$ cat config.mk
export PLATFORM = sky130hd
export DESIGN_NAME = bisq_status_query
export DESIGN_NICKNAME = d
export VERILOG_FILES = /design/src/bisq_pkg.sv /design/src/bisq_status_query.sv
export SDC_FILE = /design/constraint.sdc
export NUM_CORES = 1
export LEC_CHECK = 0
export BUFFER_PORTS_ARGS = -buffer_cell sky130_fd_sc_hd__buf_2
export CORE_AREA = 2 2 241 220
export CTS_CLUSTER_SIZE = 14
export DETAILED_ROUTE_END_ITERATION = 7
export DIE_AREA = 0 0 243 222
export GPL_TIMING_DRIVEN = 0
export PLACE_DENSITY = 0.53
export SLEW_MARGIN = 20
export SYNTH_ARGS = -nofsm -noshare
export SYNTH_HDL_FRONTEND = slang
export SYNTH_SLANG_ARGS = --single-unit
export TNS_END_PERCENT = 5
$ cat constraint.sdc
create_clock -name aclk -period 7 [get_ports aclk]
set_input_delay 0.35 -clock aclk [delete_from_list [all_inputs] [get_ports aclk]]
set_output_delay 0.35 -clock aclk [all_outputs]
set_load 0.02 [all_outputs]
$ cat src/bisq_pkg.sv
// constants, register map and carrier types for the bus status query block
package bisq_pkg;

  // register byte offsets on the axi4-lite slave
  localparam logic [7:0] OFS_SELECT = 8'h00;  // item select code, rw
  localparam logic [7:0] OFS_QUERY = 8'h04;  // value of selected item, ro
  localparam logic [7:0] OFS_QFLAGS = 8'h08;  // terminator flags of selected item, ro
  localparam logic [7:0] OFS_ADDR_ROLE = 8'h0c;  // address_role_status, ro
  localparam logic [7:0] OFS_EVT_ONE = 8'h10;  // bus_event_status_one, clear on read
  localparam logic [7:0] OFS_EVT_TWO = 8'h14;  // bus_event_status_two, clear on read
  localparam logic [7:0] OFS_IRQ_STAT = 8'h18;  // sticky interrupt status, ro
  localparam logic [7:0] OFS_IRQ_CLR = 8'h1c;  // interrupt clear, wo
  localparam logic [7:0] OFS_IRQ_EN = 8'h20;  // interrupt enable, rw
  localparam logic [7:0] OFS_IO_TMO = 8'h24;  // i/o timeout in ms, rw
  localparam logic [7:0] OFS_DMA_TMO = 8'h28;  // dma timeout in ms, rw
  localparam logic [7:0] OFS_OUT_TERM = 8'h30;  // four output terminators, 0x30..0x3c
  localparam logic [7:0] OFS_IN_TERM = 8'h40;  // four input terminators, 0x40..0x4c

  // select codes
  localparam logic [3:0] SEL_ADDR_ROLE = 4'h0;
  localparam logic [3:0] SEL_EVT_ONE = 4'h1;
  localparam logic [3:0] SEL_EVT_TWO = 4'h2;
  localparam logic [3:0] SEL_DMA_STAT = 4'h3;
  localparam logic [1:0] SEL_GRP_OUT = 2'h1;  // codes 4..7
  localparam logic [1:0] SEL_GRP_IN = 2'h2;  // codes 8..11
  localparam logic [3:0] SEL_IO_TMO = 4'hc;
  localparam logic [3:0] SEL_DMA_TMO = 4'hd;

  // field positions
  localparam int BIT_CONTROLLER = 7;
  localparam int BIT_LISTENER = 2;
  localparam int BIT_TALKER = 1;
  localparam int BIT_TRIGGER = 5;
  localparam int BIT_DEV_CLEAR = 3;
  localparam int BIT_SRQ_SEEN = 6;
  localparam int BIT_LOCKOUT = 5;
  localparam int BIT_REMOTE = 4;
  localparam int BIT_ROLE_CHG = 0;

  // interrupt status/enable/clear layout
  localparam int IRQ_W = 6;
  localparam int IRQ_ROLE_CHG = 0;
  localparam int IRQ_DEV_CLEAR = 1;
  localparam int IRQ_TRIGGER = 2;
  localparam int IRQ_SRQ = 3;
  localparam int IRQ_LOCKOUT = 4;
  localparam int IRQ_REMOTE = 5;

  // values after reset
  localparam logic [15:0] RST_IO_TMO = 16'h2710;
  localparam logic [15:0] RST_DMA_TMO = 16'h2710;
  localparam logic [17:0] RST_OUT_TERM = 18'h2000a;  // single lf with end flag
  localparam logic [7:0] RST_IN_TERM = 8'h0a;

  // addressing role of the board on the bus
  typedef struct packed {
    logic controller;
    logic listener;
    logic talker;
  } bisq_role_t;

  // one-cycle bus events and the service request level
  typedef struct packed {
    logic trigger;
    logic dev_clear;
    logic srq_line;
    logic lockout;
    logic remote;
  } bisq_bus_evt_t;

  // one output terminator entry
  typedef struct packed {
    logic eoi_last;
    logic terminator_two_byte;
    logic [15:0] chars;
  } bisq_out_term_t;

  // terminator transmit sequencer
  typedef enum logic [1:0] {
    TS_IDLE = 2'b00,
    TS_HIGH = 2'b01,
    TS_LOW = 2'b10
  } bisq_tx_state_t;

endpackage : bisq_pkg

$ cat src/bisq_status_query.sv
// bus interface status query block with axi4-lite register slave
// Function
// - four-bit select code picks the returned item
// - bit 7 shows controller in charge
// - bit 2 set while addressed as listener
// - bit 1 set while addressed as talker
// - trigger as non-controller sets event one bit 5
// - device clear sets event one bit 3
// - service request seen as controller sets bit 6
// - lockout in device mode sets bit 5
// - remote in device mode sets bit 4
// - any role change sets event two bit 0
// - reading event registers clears their set bits
// - terminator query returns the two-byte flag
// - terminator query returns the end-with-last-byte flag
// - upper byte of returned value reads zero except for output terminator and timeout items
// - input and single terminators in low byte
// - two-byte terminator sends upper byte first
// - timeouts are sixteen-bit millisecond counts
`timescale 1ns/1ps
module bisq_status_query
  import bisq_pkg::*;
(
  // clock and reset
  input wire logic aclk,
  input wire logic aresetn,
  // axi4-lite write address
  input wire logic s_axi_awvalid,
  output logic s_axi_awready,
  input wire logic [7:0] s_axi_awaddr,
  // axi4-lite write data
  input wire logic s_axi_wvalid,
  output logic s_axi_wready,
  input wire logic [31:0] s_axi_wdata,
  input wire logic [3:0] s_axi_wstrb,
  // axi4-lite write response
  output logic s_axi_bvalid,
  input wire logic s_axi_bready,
  output logic [1:0] s_axi_bresp,
  // axi4-lite read
  input wire logic s_axi_arvalid,
  output logic s_axi_arready,
  input wire logic [7:0] s_axi_araddr,
  output logic s_axi_rvalid,
  input wire logic s_axi_rready,
  output logic [31:0] s_axi_rdata,
  output logic [1:0] s_axi_rresp,
  // bus side role and events
  input wire bisq_role_t role_in,
  input wire bisq_bus_evt_t bus_evt,
  // terminator transmit request from the transfer logic
  input wire logic term_send_req,
  input wire logic [1:0] term_send_sel,
  output logic term_busy,
  // terminator byte stream toward the bus
  output logic term_byte_valid,
  input wire logic term_byte_ready,
  output logic [7:0] term_byte,
  output logic term_byte_eoi,
  // timeout settings toward the transfer logic
  output logic [15:0] io_timeout_ms,
  output logic [15:0] dma_timeout_ms,
  // interrupt
  output logic irq
);

  localparam logic [1:0] RESP_OKAY = 2'b00;
  localparam logic [1:0] RESP_SLVERR = 2'b10;

  // write channel holding registers
  logic aw_held_q;  // write address taken, waiting for data
  logic [7:0] aw_addr_q;  // taken write address
  logic w_held_q;  // write data taken, waiting for address
  logic [31:0] w_data_q;  // taken write data
  logic [3:0] w_strb_q;  // taken byte strobes
  logic bvalid_q;  // write response pending
  logic [1:0] bresp_q;  // write response code
  // read channel registers
  logic rvalid_q;  // read data pending
  logic [31:0] rdata_q;  // read data
  logic [1:0] rresp_q;  // read response code
  // software visible state
  logic [3:0] sel_q;  // select code
  logic [7:0] evt_one_q;  // bus_event_status_one
  logic [7:0] evt_two_q;  // bus_event_status_two
  logic [IRQ_W-1:0] irq_stat_q;  // sticky interrupt status
  logic [IRQ_W-1:0] irq_en_q;  // interrupt enable
  logic [15:0] io_tmo_q;  // i/o timeout
  logic [15:0] dma_tmo_q;  // dma timeout
  bisq_out_term_t out_term_q [4];  // output terminators
  logic [7:0] in_term_q [4];  // input terminators
  // role tracking for change detection
  bisq_role_t role_prev_q;  // role seen on last edge
  logic role_seen_q;  // role_prev_q holds a real sample
  // terminator sequencer
  bisq_tx_state_t tx_state_q;
  bisq_tx_state_t tx_state_d;
  bisq_out_term_t tx_entry_q;  // entry being sent
  logic [7:0] tx_byte_q;  // byte on offer
  logic tx_eoi_q;  // end flag of byte on offer

  // handshakes; one transaction per direction at a time
  wire aw_take = s_axi_awvalid && s_axi_awready;
  wire w_take = s_axi_wvalid && s_axi_wready;
  wire wr_fire = aw_held_q && w_held_q && !bvalid_q;
  wire rd_fire = s_axi_arvalid && s_axi_arready;
  assign s_axi_awready = !aw_held_q && !bvalid_q;
  assign s_axi_wready = !w_held_q && !bvalid_q;
  assign s_axi_arready = !rvalid_q;

  // write decode on the held address
  wire [5:0] wa = aw_addr_q[7:2];
  wire wr_sel = wr_fire && (wa == OFS_SELECT[7:2]);
  wire wr_irq_clr = wr_fire && (wa == OFS_IRQ_CLR[7:2]);
  wire wr_irq_en = wr_fire && (wa == OFS_IRQ_EN[7:2]);
  wire wr_io = wr_fire && (wa == OFS_IO_TMO[7:2]);
  wire wr_dma = wr_fire && (wa == OFS_DMA_TMO[7:2]);
  wire wr_out = wr_fire && (wa[5:2] == OFS_OUT_TERM[7:4]);
  wire wr_in = wr_fire && (wa[5:2] == OFS_IN_TERM[7:4]);
  wire wr_hit = wr_sel || wr_irq_clr || wr_irq_en || wr_io || wr_dma || wr_out || wr_in;
  // byte lane mask from the strobes
  wire [31:0] wmask = {{8{w_strb_q[3]}}, {8{w_strb_q[2]}}, {8{w_strb_q[1]}}, {8{w_strb_q[0]}}};

  // read decode on the offered address
  wire [5:0] ra = s_axi_araddr[7:2];
  wire hit_sel = (ra == OFS_SELECT[7:2]);
  wire hit_query = (ra == OFS_QUERY[7:2]);
  wire hit_qflags = (ra == OFS_QFLAGS[7:2]);
  wire hit_role = (ra == OFS_ADDR_ROLE[7:2]);
  wire hit_evt_one = (ra == OFS_EVT_ONE[7:2]);
  wire hit_evt_two = (ra == OFS_EVT_TWO[7:2]);
  wire hit_irq_stat = (ra == OFS_IRQ_STAT[7:2]);
  wire hit_irq_clr = (ra == OFS_IRQ_CLR[7:2]);
  wire hit_irq_en = (ra == OFS_IRQ_EN[7:2]);
  wire hit_io = (ra == OFS_IO_TMO[7:2]);
  wire hit_dma = (ra == OFS_DMA_TMO[7:2]);
  wire hit_out = (ra[5:2] == OFS_OUT_TERM[7:4]);
  wire hit_in = (ra[5:2] == OFS_IN_TERM[7:4]);
  wire rd_hit = hit_sel || hit_query || hit_qflags || hit_role || hit_evt_one ||
                hit_evt_two || hit_irq_stat || hit_irq_clr || hit_irq_en || hit_io ||
                hit_dma || hit_out || hit_in;

  // address status byte; unused positions forced low
  wire [7:0] role_byte = {role_in.controller, 4'h0, role_in.listener,
                          role_in.talker, 1'b0};

  // selected item decode
  wire sel_role = (sel_q == SEL_ADDR_ROLE);
  wire sel_evt_one = (sel_q == SEL_EVT_ONE);
  wire sel_evt_two = (sel_q == SEL_EVT_TWO);
  wire sel_out = (sel_q[3:2] == SEL_GRP_OUT);
  wire sel_in = (sel_q[3:2] == SEL_GRP_IN);
  wire sel_io = (sel_q == SEL_IO_TMO);
  wire sel_dma = (sel_q == SEL_DMA_TMO);
  // dma status, port address and own bus address live elsewhere and read as zero here
  wire bisq_out_term_t sel_out_entry = out_term_q[sel_q[1:0]];
  // upper byte is zero except for output terminator and timeout items
  wire [15:0] query_val =
      ({16{sel_role}} & {8'h00, role_byte}) |
      ({16{sel_evt_one}} & {8'h00, evt_one_q}) |
      ({16{sel_evt_two}} & {8'h00, evt_two_q}) |
      ({16{sel_out}} & sel_out_entry.chars) |
      ({16{sel_in}} & {8'h00, in_term_q[sel_q[1:0]]}) |
      ({16{sel_io}} & io_tmo_q) |
      ({16{sel_dma}} & dma_tmo_q);
  // flags only meaningful for an output terminator
  wire [1:0] query_flags = sel_out ? {sel_out_entry.eoi_last, sel_out_entry.terminator_two_byte}
                                   : 2'b00;

  // read data multiplexer; clear register reads as zero
  wire [31:0] rd_mux =
      ({32{hit_sel}} & {28'h0, sel_q}) |
      ({32{hit_query}} & {16'h0, query_val}) |
      ({32{hit_qflags}} & {30'h0, query_flags}) |
      ({32{hit_role}} & {24'h0, role_byte}) |
      ({32{hit_evt_one}} & {24'h0, evt_one_q}) |
      ({32{hit_evt_two}} & {24'h0, evt_two_q}) |
      ({32{hit_irq_stat}} & {26'h0, irq_stat_q}) |
      ({32{hit_irq_en}} & {26'h0, irq_en_q}) |
      ({32{hit_io}} & {16'h0, io_tmo_q}) |
      ({32{hit_dma}} & {16'h0, dma_tmo_q}) |
      ({32{hit_out}} & {14'h0, out_term_q[ra[1:0]]}) |
      ({32{hit_in}} & {24'h0, in_term_q[ra[1:0]]});

  // read side effect: direct read or query read of an event register
  wire clr_evt_one = rd_fire && (hit_evt_one || (hit_query && sel_evt_one));
  wire clr_evt_two = rd_fire && (hit_evt_two || (hit_query && sel_evt_two));

  // event sources; trigger, lockout and remote gated to device mode, srq to controller mode, device clear and role change ungated
  wire role_chg = role_seen_q && (role_in != role_prev_q);
  wire ev_trigger = bus_evt.trigger && !role_in.controller;
  wire ev_dev_clear = bus_evt.dev_clear;
  wire ev_srq = bus_evt.srq_line && role_in.controller;
  wire ev_lockout = bus_evt.lockout && !role_in.controller;
  wire ev_remote = bus_evt.remote && !role_in.controller;
  wire [7:0] set_one = (8'(ev_trigger) << BIT_TRIGGER) | (8'(ev_dev_clear) << BIT_DEV_CLEAR);
  wire [7:0] set_two = (8'(ev_srq) << BIT_SRQ_SEEN) | (8'(ev_lockout) << BIT_LOCKOUT) |
                       (8'(ev_remote) << BIT_REMOTE) | (8'(role_chg) << BIT_ROLE_CHG);
  wire [IRQ_W-1:0] set_irq = {ev_remote, ev_lockout, ev_srq, ev_trigger, ev_dev_clear, role_chg};
  wire [IRQ_W-1:0] irq_clr_bits = wr_irq_clr ? w_data_q[IRQ_W-1:0] : '0;

  // write channel: take address and data in either order
  always_ff @(posedge aclk)
  begin
    if (!aresetn)
    begin
      aw_held_q <= 1'b0;
      w_held_q <= 1'b0;
      aw_addr_q <= 8'h00;
      w_data_q <= 32'h0000_0000;
      w_strb_q <= 4'h0;
    end
    else
    begin
      // hold each half until the write fires
      if (aw_take)
      begin
        aw_held_q <= 1'b1;
        aw_addr_q <= s_axi_awaddr;
      end
      else if (wr_fire)
        aw_held_q <= 1'b0;
      if (w_take)
      begin
        w_held_q <= 1'b1;
        w_data_q <= s_axi_wdata;
        w_strb_q <= s_axi_wstrb;
      end
      else if (wr_fire)
        w_held_q <= 1'b0;
    end
  end

  // write response; unmapped writes answer slverr and change nothing
  always_ff @(posedge aclk)
  begin
    if (!aresetn)
    begin
      bvalid_q <= 1'b0;
      bresp_q <= RESP_OKAY;
    end
    else if (wr_fire)
    begin
      bvalid_q <= 1'b1;
      bresp_q <= wr_hit ? RESP_OKAY : RESP_SLVERR;
    end
    else if (s_axi_bready)
      bvalid_q <= 1'b0;
  end

  // read response, data registered at acceptance
  always_ff @(posedge aclk)
  begin
    if (!aresetn)
    begin
      rvalid_q <= 1'b0;
      rdata_q <= 32'h0000_0000;
      rresp_q <= RESP_OKAY;
    end
    else if (rd_fire)
    begin
      rvalid_q <= 1'b1;
      rdata_q <= rd_mux;
      rresp_q <= rd_hit ? RESP_OKAY : RESP_SLVERR;
    end
    else if (s_axi_rready)
      rvalid_q <= 1'b0;
  end

  // control registers written by software; strobes honoured per byte
  always_ff @(posedge aclk)
  begin
    if (!aresetn)
    begin
      sel_q <= SEL_ADDR_ROLE;
      irq_en_q <= '0;
      io_tmo_q <= RST_IO_TMO;
      dma_tmo_q <= RST_DMA_TMO;
    end
    else
    begin
      if (wr_sel)
        sel_q <= (sel_q & ~wmask[3:0]) | (w_data_q[3:0] & wmask[3:0]);
      if (wr_irq_en)
        irq_en_q <= (irq_en_q & ~wmask[IRQ_W-1:0]) | (w_data_q[IRQ_W-1:0] & wmask[IRQ_W-1:0]);
      if (wr_io)
        io_tmo_q <= (io_tmo_q & ~wmask[15:0]) | (w_data_q[15:0] & wmask[15:0]);
      if (wr_dma)
        dma_tmo_q <= (dma_tmo_q & ~wmask[15:0]) | (w_data_q[15:0] & wmask[15:0]);
    end
  end

  // terminator tables, one entry per generate step
  for (genvar i = 0; i < 4; i++)
  begin : g_term
    wire wr_out_i = wr_out && (wa[1:0] == 2'(i));
    wire wr_in_i = wr_in && (wa[1:0] == 2'(i));
    always_ff @(posedge aclk)
    begin
      if (!aresetn)
      begin
        out_term_q[i] <= RST_OUT_TERM;
        in_term_q[i] <= RST_IN_TERM;
      end
      else
      begin
        // single characters and input terminators sit in the low byte
        if (wr_out_i)
          out_term_q[i] <= (out_term_q[i] & ~wmask[17:0]) | (w_data_q[17:0] & wmask[17:0]);
        if (wr_in_i)
          in_term_q[i] <= (in_term_q[i] & ~wmask[7:0]) | (w_data_q[7:0] & wmask[7:0]);
      end
    end
  end

  // event registers: a new event in the clearing cycle survives
  always_ff @(posedge aclk)
  begin
    if (!aresetn)
    begin
      evt_one_q <= 8'h00;
      evt_two_q <= 8'h00;
      irq_stat_q <= '0;
    end
    else
    begin
      evt_one_q <= (clr_evt_one ? 8'h00 : evt_one_q) | set_one;
      evt_two_q <= (clr_evt_two ? 8'h00 : evt_two_q) | set_two;
      irq_stat_q <= (irq_stat_q & ~irq_clr_bits) | set_irq;
    end
  end

  // previous role for change detection; first sample after reset is no change
  always_ff @(posedge aclk)
  begin
    if (!aresetn)
    begin
      role_prev_q <= '0;
      role_seen_q <= 1'b0;
    end
    else
    begin
      role_prev_q <= role_in;
      role_seen_q <= 1'b1;
    end
  end

  // terminator sequencer next state
  always_comb
  begin
    tx_state_d = tx_state_q;
    case (tx_state_q)
      TS_IDLE:
        if (term_send_req)
          tx_state_d = out_term_q[term_send_sel].terminator_two_byte ? TS_HIGH : TS_LOW;
      TS_HIGH:
        if (term_byte_ready)
          tx_state_d = TS_LOW;
      TS_LOW:
        if (term_byte_ready)
          tx_state_d = TS_IDLE;
      default:
        tx_state_d = TS_IDLE;
    endcase
  end

  // terminator sequencer registers; entry latched so rewrites cannot tear a send
  always_ff @(posedge aclk)
  begin
    if (!aresetn)
    begin
      tx_state_q <= TS_IDLE;
      tx_entry_q <= '0;
      tx_byte_q <= 8'h00;
      tx_eoi_q <= 1'b0;
    end
    else
    begin
      tx_state_q <= tx_state_d;
      if (tx_state_q == TS_IDLE && term_send_req)
      begin
        // two-byte entries open with the upper byte
        tx_entry_q <= out_term_q[term_send_sel];
        tx_byte_q <= out_term_q[term_send_sel].terminator_two_byte ?
                     out_term_q[term_send_sel].chars[15:8] : out_term_q[term_send_sel].chars[7:0];
        tx_eoi_q <= !out_term_q[term_send_sel].terminator_two_byte &&
                    out_term_q[term_send_sel].eoi_last;
      end
      else if (tx_state_q == TS_HIGH && term_byte_ready)
      begin
        tx_byte_q <= tx_entry_q.chars[7:0];
        tx_eoi_q <= tx_entry_q.eoi_last;
      end
      else if (tx_state_q == TS_LOW && term_byte_ready)
        tx_eoi_q <= 1'b0;
    end
  end

  // outputs
  assign s_axi_bvalid = bvalid_q;
  assign s_axi_bresp = bresp_q;
  assign s_axi_rvalid = rvalid_q;
  assign s_axi_rdata = rdata_q;
  assign s_axi_rresp = rresp_q;
  assign term_busy = (tx_state_q != TS_IDLE);
  assign term_byte_valid = (tx_state_q != TS_IDLE);
  assign term_byte = tx_byte_q;
  assign term_byte_eoi = tx_eoi_q;
  assign io_timeout_ms = io_tmo_q;
  assign dma_timeout_ms = dma_tmo_q;
  assign irq = |(irq_stat_q & irq_en_q);
endmodule : bisq_status_query

==> impl_metrics.tcl, run 1 <==
set metrics [dict create \
    slew_headroom 0.181 \
    critical_path_class "reg2reg" \
    die-width_microns 243 \
    cts-resized-gates 0 \
    rsz0062_at_grt "no" \
    synth_cells 1193 \
    syn_area_sq_um 12700 \
    power_w 0.00327 \
    fin_util 0.296 \
    grt_pass1_wl_microns 69700 \
    area_growth_syn_to_layout_pct 18.9 \
    grt.total_usage 0.172 \
    place_ws_ns 3.76 \
    dr.pass1.iters 5 \
    insertedDiodeCount 0 \
    cts_tree "built" \
    grt_remaining_overflow 0 \
    ys_seq_area_frac 0.452 \
    cp_max_fo 10 \
    fin_ws_ns 4.03 \
    maxCapViolCount 0 \
    hold_viol 0 \
    first_global_vias 10300 \
    gp_congestion 0.939 \
    cts_setup_buffers 0 \
    cts_max_level 1 \
    yosysTopAreaCellShare 0.245 \
    dieHeight_microns 222 \
    skew_ns 0.0192 \
    totalWireLength_microns 47600 \
    wl_met3_microns 3190 \
    synth_ff_type "dfxtp_1" \
    synth_seq_cells 235 \
    holdBufCountCts 0 \
    period_needed_ns 2.97 \
    synth.area.top_cells "edfxtp_1 25%, dfxtp_1 21%, mux4_2 12%, nand2b_1 5.5%, nand2_1 4.0%" \
    max_freq_mhz 336 \
    met2_length_microns 22400 \
    async_flop_share 0 \
    slew_violations 0 \
    grt_max_degree 19 \
    synth_edf_count 104 \
    clock_path_buffers 3 \
    worst_pin_slew_ns 1.23 \
    initial_core_util 0.248 \
    num_io_pins 156 \
    cts_made_buffers 27 \
    via_per_inst 5.13 \
    powerDensity_nw_per_um2 216 \
    clk_pin_slew_ns 0.06 \
    cts.sink_count 235 \
    yosysWarnings 0 \
    max-vdd-ir-drop_v 0.000135 \
    wl_per_cell_microns 23.1 \
    worstSetupEndpointType "flop" \
    die_area_sq_um 53900 \
    hpwl_microns 35900 \
    fin_nets 1425 \
    clk_root_buffer_cell "clkbuf_16" \
    via_count 10600 \
    yosys.area.top_type "edfxtp_1" \
    status "finished, final reports clean" \
    fp-row-count 79 \
    drcViolationCount 0 \
    start_kind "flop" \
    io_buffer_count 115 \
    cp.required_ns 7.16 \
    power_leakage_nw 5.31 \
    drt_iter0_drc 1242 \
    critPathArrivalTime_ns 3.13 \
    timing.final.crit_share 0.425 \
    clk_latency_ns 0.55 \
    synth_cell_types 66 \
    drive_above_1_share 0.229 \
    ant_nets 0 \
    wl_met1_microns 20200 \
    finalSetupTns_ns 0 \
    min_path_type "in2reg" \
    setup_viol 0 \
    core_sq_um 51200 \
    syn_avg_cell_area_sq_um 10.7 \
    rrSetupSlack_ns 4.03 \
    antenna_found_initial 0 \
    top_layer_used "met4" \
]
==> critical path: stages, from the launching register on <==
cell      delay (ns)
dfxtp_1         0.34
clkbuf_1        0.52
nand2b_1        0.57
clkbuf_1        0.43
o21ai_1         0.72
==> routing by layer <==
metal,global-route usage,vias up
met3,0.0211,89
met2,0.282,483
met4,0.0655,0
li1,-,4737
met1,0.231,5260
met5,0,-
==> area by class of cell <==
class                      instances  area (sq um)
fill                            5363         36100
multi-input combinational        857          6480
sequential                       235          5750
tap                              688           861
clock buffer                      35           741
timing repair buffer             117           618
buffer                           110           581
clock inverter                    13          80.1
inverter                           6          22.5
==> path summary, 6_finish.rpt <==
check | startpoint | end | cells after the start
setup / recovery | aw_addr_q[2]$_SDFFE_PN0P_ | in_term_q[1][5]$_SDFFCE_PN0P_ | 4
hold / removal | bus_evt[3] | irq_stat_q[1]$_SDFF_PN0_ | 2
setup reg to reg | aw_addr_q[2]$_SDFFE_PN0P_ | in_term_q[1][5]$_SDFFCE_PN0P_ | 4
hold reg to reg | tx_entry_q[17]$_SDFFE_PN0P_ | tx_entry_q[17]$_SDFFE_PN0P_ | 2
==> where the power goes <==
group	switching [W]	internal (W)
sequential	0.0000523	0.00148
clock	0.000602	0.000749
combinational	0.000238	0.000148
total	0.000893	0.00238
==> placed cells by master (no fill, tap or decap), types with 7 or more instances in the layout <==
master     count
dfxtp_1      131
a21oi_1       96
a22oi_1       14
nor2b_1       42
nor2_1        17
o21ai_0       67
buf_4         27
a21boi_0      60
or2_2          7
a22o_1        22
o21a_1         9
a222oi_1      10
nand2b_1     111
conb_1        16
buf_2        138
edfxtp_1     104
clkinv_2       7
nand2_1      135
mux4_2        70
nand3_1       33
clkbuf_16     27
clkbuf_1      56
a31oi_1       13
mux2i_1       41
a221oi_1       9
==> stage by stage <==
stage	hold slack (ns)	instances	instance area [sq um]
6_report	0.0487	2061	15100
5_1_grt	0.0478	2061	15100
4_1_cts	0.0277	2061	15100
3_5_place_dp	0.463	2013	14300
3_3_place_gp	0.457	2011	14200
2_1_floorplan	0.378	1208	12800
==> kinds of logic after synthesis <==
| group | after synthesis | synth area share |
|---|---|---|
| compound gates | 328 | 0.167 |
| xor+xnor | 4 | 0.00275 |
| buf+inv | 116 | 0.0474 |
| flops | 235 | 0.452 |
| mux | 111 | 0.156 |
| other cells | 1 | 0.000295 |
| simple gates | 398 | 0.174 |
==> Yosys cell counts, types with 3 or more instances <==
master	number
nand3b_1	5
inv_1	6
o21a_1	9
mux4_2	70
a21oi_1	96
or2_2	7
or3_1	4
buf_2	23
nor4_1	3
edfxtp_1	104
o21ai_0	73
nor3_1	6
and3_1	4
a222oi_1	10
dfxtp_1	131
clkbuf_1	53
a41oi_1	4
buf_4	27
nand2b_1	111
a21boi_0	60
nor2b_1	42
a31oi_1	13
nand2_1	135
nor2_1	17
a22oi_1	14
buf_6	5
xor2_1	4
mux2i_1	41
and2_1	6
nand3_1	33
a22o_1	22
a221oi_1	9
No activity file was read; power rests on OpenSTA's default activity.
==> run 2: changes to the inputs <==
--- a/config.mk
+++ b/config.mk
@@ -5,13 +5,14 @@
 export SDC_FILE = /design/constraint.sdc
 export NUM_CORES = 1
 export LEC_CHECK = 0
+export ABC_AREA = 1
 export BUFFER_PORTS_ARGS = -buffer_cell sky130_fd_sc_hd__buf_2
-export CORE_AREA = 2 2 241 220
+export CORE_AREA = 2 2 243 221
 export CTS_CLUSTER_SIZE = 14
 export DETAILED_ROUTE_END_ITERATION = 7
-export DIE_AREA = 0 0 243 222
+export DIE_AREA = 0 0 245 223
 export GPL_TIMING_DRIVEN = 0
-export PLACE_DENSITY = 0.53
+export PLACE_DENSITY = 0.54
 export SLEW_MARGIN = 20
 export SYNTH_ARGS = -nofsm -noshare
 export SYNTH_HDL_FRONTEND = slang
==> constraint.sdc (replaced) <==
create_clock -name aclk -period 2.4 [get_ports aclk]
set_input_delay 0.12 -clock aclk [delete_from_list [all_inputs] [get_ports aclk]]
set_output_delay 0.12 -clock aclk [all_outputs]
set_load 0.02 [all_outputs]
==> run 2 against run 1 <==
  * Design area rose by 4.1%
  * Die area increased by 1.3%
  * Worst setup slack got worse by 3.9 ns
  * Synthesized cell count up 53%
  * Power grew to 3.1 times the previous value
  * Flip-flop and latch count unchanged
  * First-iteration DRC count increased by 40%
  * Sequential power grew to 2.9 times the previous value
  * Worst hold slack got worse by 0.0029 ns
  * Core utilization is 0.52 points higher
  * Global-route usage up 2.4 points
  * Critical path depth rose by 3
  * Highest routed layer is now met5
==> impl_metrics.tcl, run 2 <==
set metrics [dict create \
    status "finished, final reports clean" \
    timing.final.crit_share 0.952 \
    syn_avg_cell_area_sq_um 7.07 \
    die-width_microns 245 \
    cp_common_cell "nor2_1" \
    initial_core_util 0.246 \
    totalWireLength_microns 55100 \
    power_w 0.0101 \
    num_io_pins 156 \
    critPathArrivalTime_ns 2.76 \
    io_buffer_count 118 \
    maxCapViolCount 0 \
    hold_viol 0 \
    core_sq_um 52400 \
    antenna_found_initial 4 \
    hp-start "s_axi_awvalid" \
    cts_tree "built" \
    start_kind "flop" \
    cts_made_buffers 27 \
    insertedDiodeCount 0 \
    slowest_stage "o21ai_2" \
    yosysTopAreaCellShare 0.242 \
    clk_pin_slew_ns 0.06 \
    grt.total_usage 0.196 \
    fp-row-count 80 \
    first_global_vias 12900 \
    synthSimpleGateAreaFrac 0.260 \
    synth-adder-area-share 0 \
    place_ws_ns -0.0488 \
    fin_util 0.301 \
    synth.area.top_cells "edfxtp_1 24%, dfxtp_1 20%, nand2_1 13%, a21oi_1 8.9%, o21ai_0 7.6%" \
    worstHoldPathCells 4 \
    synth_cells 1824 \
    synthMuxAreaShare 0 \
    layout_commonest_cell "nand2_1" \
    synth_top_family_by_area "simple AND/OR/NAND/NOR gates" \
    via_count 13800 \
    critical_path_class "reg2reg" \
    grt_remaining_overflow 0 \
    synth_xor_area_frac 0.00204 \
    skew_ns 0.0317 \
    syn_area_sq_um 12900 \
    cts_max_level 1 \
    cts.sink_count 235 \
    r2r_end "s_axi_rdata[10]$_SDFFE_PN0P_" \
    final_cell_mix "461 x nand2_1, 230 x a21oi_1, 212 x nor2_1" \
    area_growth_syn_to_layout_pct 22.0 \
    synth_edf_count 104 \
    synth_common_cells "463 x nand2_1, 230 x a21oi_1, 212 x nor2_1, 195 x o21ai_0, 160 x inv_1" \
    worstSetupEndpointType "flop" \
    drcViolationCount 0 \
    rrSetupSlack_ns 0.12 \
    gp_congestion 0.985 \
    slew_headroom 0.299 \
    synth-compound-area-share 0.198 \
    max-vdd-ir-drop_v 0.000465 \
    cp_max_fo 9 \
    stdcell_count 2744 \
    yosys.area.top_type "edfxtp_1" \
    synth_cell_types 37 \
    worst_pin_slew_ns 1.05 \
    via_per_inst 5.03 \
    setup_viol 0 \
    drive_above_1_share 0.122 \
    grt_max_degree 19 \
    die_area_sq_um 54600 \
    slew_violations 0 \
    path_cells "nor2_1 > nand2_1 > o21ai_2 > nand2_1 > nand3_1 > nor2_1 > nor2_1" \
    place_inst 2654 \
    ant_nets 0 \
    synth.most_common_cell "nand2_1" \
    async_flop_share 0 \
    max_stage_delay_ns 0.61 \
    clock_path_buffers 3 \
    dr.pass1.iters 5 \
    synth_seq_cells 235 \
    yosysWarnings 0 \
    r2r_cells 7 \
    fin_ws_ns 0.115 \
    grt_pass1_wl_microns 81200 \
    rsz0062_at_grt "no" \
    hpwl_microns 42000 \
    synth_ff_type "dfxtp_1" \
    r2r-start "sel_q[1]$_SDFFE_PN0P_" \
    power_leakage_nw 6.66 \
    powerDensity_nw_per_um2 642 \
    min_path_type "in2reg" \
    clk_latency_ns 0.57 \
    hold_end "aw_addr_q[5]$_SDFFE_PN0P_" \
    dieHeight_microns 223 \
    hold_ws_ns 0.0459 \
    period_needed_ns 2.28 \
    drt_iter0_drc 1733 \
    wl_per_cell_microns 20.1 \
    clk_root_buffer_cell "clkbuf_16" \
    max_freq_mhz 438 \
    fin_nets 2098 \
    ys_seq_area_frac 0.445 \
    cp.required_ns 2.88 \
]
run 2: cell count changes after synthesis, moves of 70 or more:
cell	before	now
nand2_1	135	463
nor2_1	17	212
inv_1	6	160
a21oi_1	96	230
o21ai_0	73	195
nand2b_1	111	0
mux4_2	70	0
run 2: per-layer routing:
layer  track usage  vias up  wire length [microns]
met5             0        -                     11
met3        0.0403       91                   5210
li1              -     6421                      -
met2         0.303      682                  24200
met1         0.277     6608                  24200
met4        0.0507        2                   1460
run 2: power breakdown:
part	internal, W	switching, W	total, W	leakage (nW)
logic	0.000390	0.000931	0.00132	4.12
registers	0.00434	0.000161	0.00450	2.08
clock network	0.00250	0.00179	0.00429	0.455
total	0.00723	0.00288	0.0101	6.66
run 2: critical path: cells and delay by family, from the launching register on:
kind / cells / cell delay (ns)
DFF: 1 / 0.34
AOI/OAI and AO/OA: 1 / 0.61
and+or+nand+nor: 6 / 1.23
run 2: layout make-up:
class	instances	area, sq um
Buffer	110	558
Clock buffer	39	825
Clock inverter	10	83.8
Fill cell	5737	36600
Inverter	176	661
Multi-Input combinational cell	1318	6000
Sequential cell	235	5750
Tap cell	697	872
Timing Repair Buffer	159	1000
run 2: metrics by stage:
stage / cell area [sq um] / setup TNS [ns]
after floorplan: 13000 / 0
after global routing: 15700 / 0
final: 15700 / 0
after detailed placement: 14400 / -1.51
after CTS: 15700 / 0
after global placement: 14400 / -0.197
run 2: logic make-up (layout without fill, tap and decap cells):
logic type / count (synthesis) / in the layout
compound gates: 486 / 486
xor+xnor: 3 / 3
buf+inv: 286 / 494
flops: 235 / 235
other cells: 1 / 16
simple gates: 813 / 813
run 2: timing repair:
item	CTS	global route
setup buffers	0	0
hold buffers	41	0
resized for setup	0	4
endpoints found under the setup margin	0	32
endpoints found under the hold margin	46	0
run 2: how the worst max path moves through the flow:
stage / startpoint / endpoint / slack, ns / cells past startpoint
after floorplan: s_axi_bvalid$_SDFFE_PN0P_ / out_term_q[0][0]$_SDFFCE_PN0P_ / 0.61 / 5
after global placement: aresetn / out_term_q[2][8]$_SDFFCE_PN0P_ / -0.01 / 4
after detailed placement: aresetn / out_term_q[2][13]$_SDFFCE_PN0P_ / -0.05 / 4
after CTS: s_axi_bvalid$_SDFFE_PN0P_ / out_term_q[2][13]$_SDFFCE_PN0P_ / 0.07 / 5
after global routing: flop / s_axi_rdata[4]$_SDFFE_PN0P_ / 0.002 / 8
final: sel_q[1]$_SDFFE_PN0P_ / s_axi_rdata[10]$_SDFFE_PN0P_ / 0.12 / 7
==> run 3: changes to the inputs <==
==> constraint.sdc (replaced) <==
create_clock -name aclk -period 2.4 [get_ports aclk]
set_input_delay 0.24 -clock aclk [delete_from_list [all_inputs] [get_ports aclk]]
set_output_delay 0.24 -clock aclk [all_outputs]
set_load 0.02 [all_outputs]
==> run 3 against run 2 <==
  * Global-route usage hardly changed
  * Power about the same
  * Critical path type unchanged
  * Design area fell by 0.43%
  * Via count rose by 0.35%
  * Final cell count down 0.22%
  * Highest routed layer unchanged
  * Clock-buffer cell count unchanged
==> impl_metrics.tcl, run 3 (synthesis results as in run 2) <==
set metrics [dict create \
    fin_area_sq_um 15700 \
    drt_iter0_drc 1705 \
    clk_root_buffer_cell "clkbuf_16" \
    drive_above_1_share 0.123 \
    slowest_stage "o21ai_2" \
    finalSetupTns_ns 0 \
    setup_viol 0 \
    worstHoldPathCells 3 \
    cts_setup_buffers 0 \
    grt_pass1_wl_microns 81000 \
    cts_tree "built" \
    clock_path_buffers 3 \
    cp.required_ns 2.88 \
    r2r-start "sel_q[1]$_SDFFE_PN0P_" \
    timing.final.crit_share 0.962 \
    first_global_vias 12800 \
    clk_latency_ns 0.57 \
    clkPwrFrac 0.425 \
    fp-row-count 80 \
    io_buffer_count 118 \
    hp-start "s_axi_wstrb[0]" \
    via_per_inst 5.06 \
    slew_headroom 0.318 \
    r2r_cells 7 \
    hpwl_microns 42000 \
    gp_congestion 0.985 \
    worstSetupEndpointType "flop" \
    p_int_w 0.00722 \
    hold_viol 0 \
    grt_remaining_overflow 0 \
    dieHeight_microns 223 \
    area_growth_syn_to_layout_pct 21.5 \
    rrSetupSlack_ns 0.09 \
    p_comb_frac 0.130 \
    worst_pin_slew_ns 1.02 \
    start_kind "flop" \
    dr.pass1.iters 6 \
    grt.total_usage 0.196 \
    rsz0062_at_grt "no" \
    drcViolationCount 0 \
    wl_per_cell_microns 20.2 \
    powerDensity_nw_per_um2 645 \
    num_io_pins 156 \
    hold_end "w_strb_q[0]$_SDFFE_PN0P_" \
    final_cell_mix "461 x nand2_1, 230 x a21oi_1, 212 x nor2_1" \
    maxCapViolCount 0 \
    r2r_end "s_axi_rdata[10]$_SDFFE_PN0P_" \
    cp_common_cell "nor2_1" \
    swShare 0.286 \
    slew_violations 0 \
    cts_made_buffers 27 \
    path_cells "nor2_1 > nand2_1 > o21ai_2 > nand2_1 > nand3_1 > nor2_1 > nor2_1" \
    antenna_found_initial 4 \
    switchingPower_w 0.00289 \
    clk_pin_slew_ns 0.06 \
    ant_nets 0 \
    seq_power_share 0.445 \
    via_count 13900 \
    skew_ns 0.0355 \
    dpl_cell_area_sq_um 14400 \
    fin_nets 2091 \
    power_leakage_nw 6.63 \
    status "finished, final reports clean" \
    die_area_sq_um 54600 \
    max_stage_delay_ns 0.60 \
    period_needed_ns 2.31 \
    totalWireLength_microns 55200 \
    core_sq_um 52400 \
    layout_commonest_cell "nand2_1" \
    place_ws_ns -0.169 \
    critPathArrivalTime_ns 2.79 \
    max_freq_mhz 433 \
    fin_ws_ns 0.0905 \
    cp_max_fo 9 \
    cts.sink_count 235 \
    die-width_microns 245 \
    max-vdd-ir-drop_v 0.000468 \
    nFillCells 5740 \
    hold_ws_ns 0.0247 \
    critical_path_class "reg2reg" \
    min_path_type "in2reg" \
    cts_max_level 1 \
    initial_core_util 0.246 \
    grt_max_degree 19 \
]
run 3: cell types whose count changed in the layout (fill, tap and decap cells not counted):
cell           before  now
diode_2             0    1
dlygate4sd3_1      41   34
run 3: worst max-delay path by stage:
stage	from	to	cells after the start
after floorplan	s_axi_bvalid$_SDFFE_PN0P_	out_term_q[0][0]$_SDFFCE_PN0P_	5
after global routing	flop	s_axi_rdata[4]$_SDFFE_PN0P_	8
after detailed placement	aresetn	out_term_q[2][13]$_SDFFCE_PN0P_	4
final	sel_q[1]$_SDFFE_PN0P_	s_axi_rdata[10]$_SDFFE_PN0P_	7
after CTS	s_axi_bvalid$_SDFFE_PN0P_	out_term_q[2][13]$_SDFFCE_PN0P_	5
after global placement	aresetn	out_term_q[2][8]$_SDFFCE_PN0P_	4
run 3: routing by layer:
metal  GRT usage  wire length [microns]
met5           0                     11
met4      0.0486                   1370
met3      0.0397                   5200
met2       0.303                  24300
met1       0.277                  24300
run 3: stage by stage:
stage | cells | utilization | total power, W
3_3_place_gp | 2654 | 0.275 | 0.00581
6_report | 2738 | 0.299 | 0.0101
3_5_place_dp | 2654 | 0.275 | 0.00582
5_1_grt | 2737 | 0.299 | 0.0104
2_1_floorplan | 1839 | - | 0.00531
4_1_cts | 2737 | 0.299 | 0.0101
run 3: timing repair:
action	in CTS	in global routing
endpoints found under the hold margin	39	0
resized for setup	0	4
endpoints found under the setup margin	0	32
hold buffers	34	0
run 3: final cells by class:
type                       instances  area [sq um]  area share
sequential                       235          5750       0.366
tap                              697           872      0.0556
multi-input combinational       1318          6000       0.383
antenna                            1          2.50    0.000160
clock buffer                      39           825      0.0526
buffer                           110           558      0.0356
timing repair buffer             152           931      0.0594
clock inverter                    10          83.8     0.00535
inverter                         176           661      0.0421
run 3: power groups by stage:
stage                     Combinational (W)  Sequential (W)  Clock (W)
final                               0.00131         0.00450    0.00430
after global placement              0.00123         0.00458          0
after detailed placement            0.00124         0.00458          0
after floorplan                    0.000739         0.00457          0
after global routing                0.00142         0.00452    0.00449
after CTS                           0.00128         0.00450    0.00435
run 3: worst max-delay path: cells and delay by family (launching register included):
kind            cells  cell delay, ns
simple gates        6            1.26
compound gates      1            0.60
flops               1            0.35
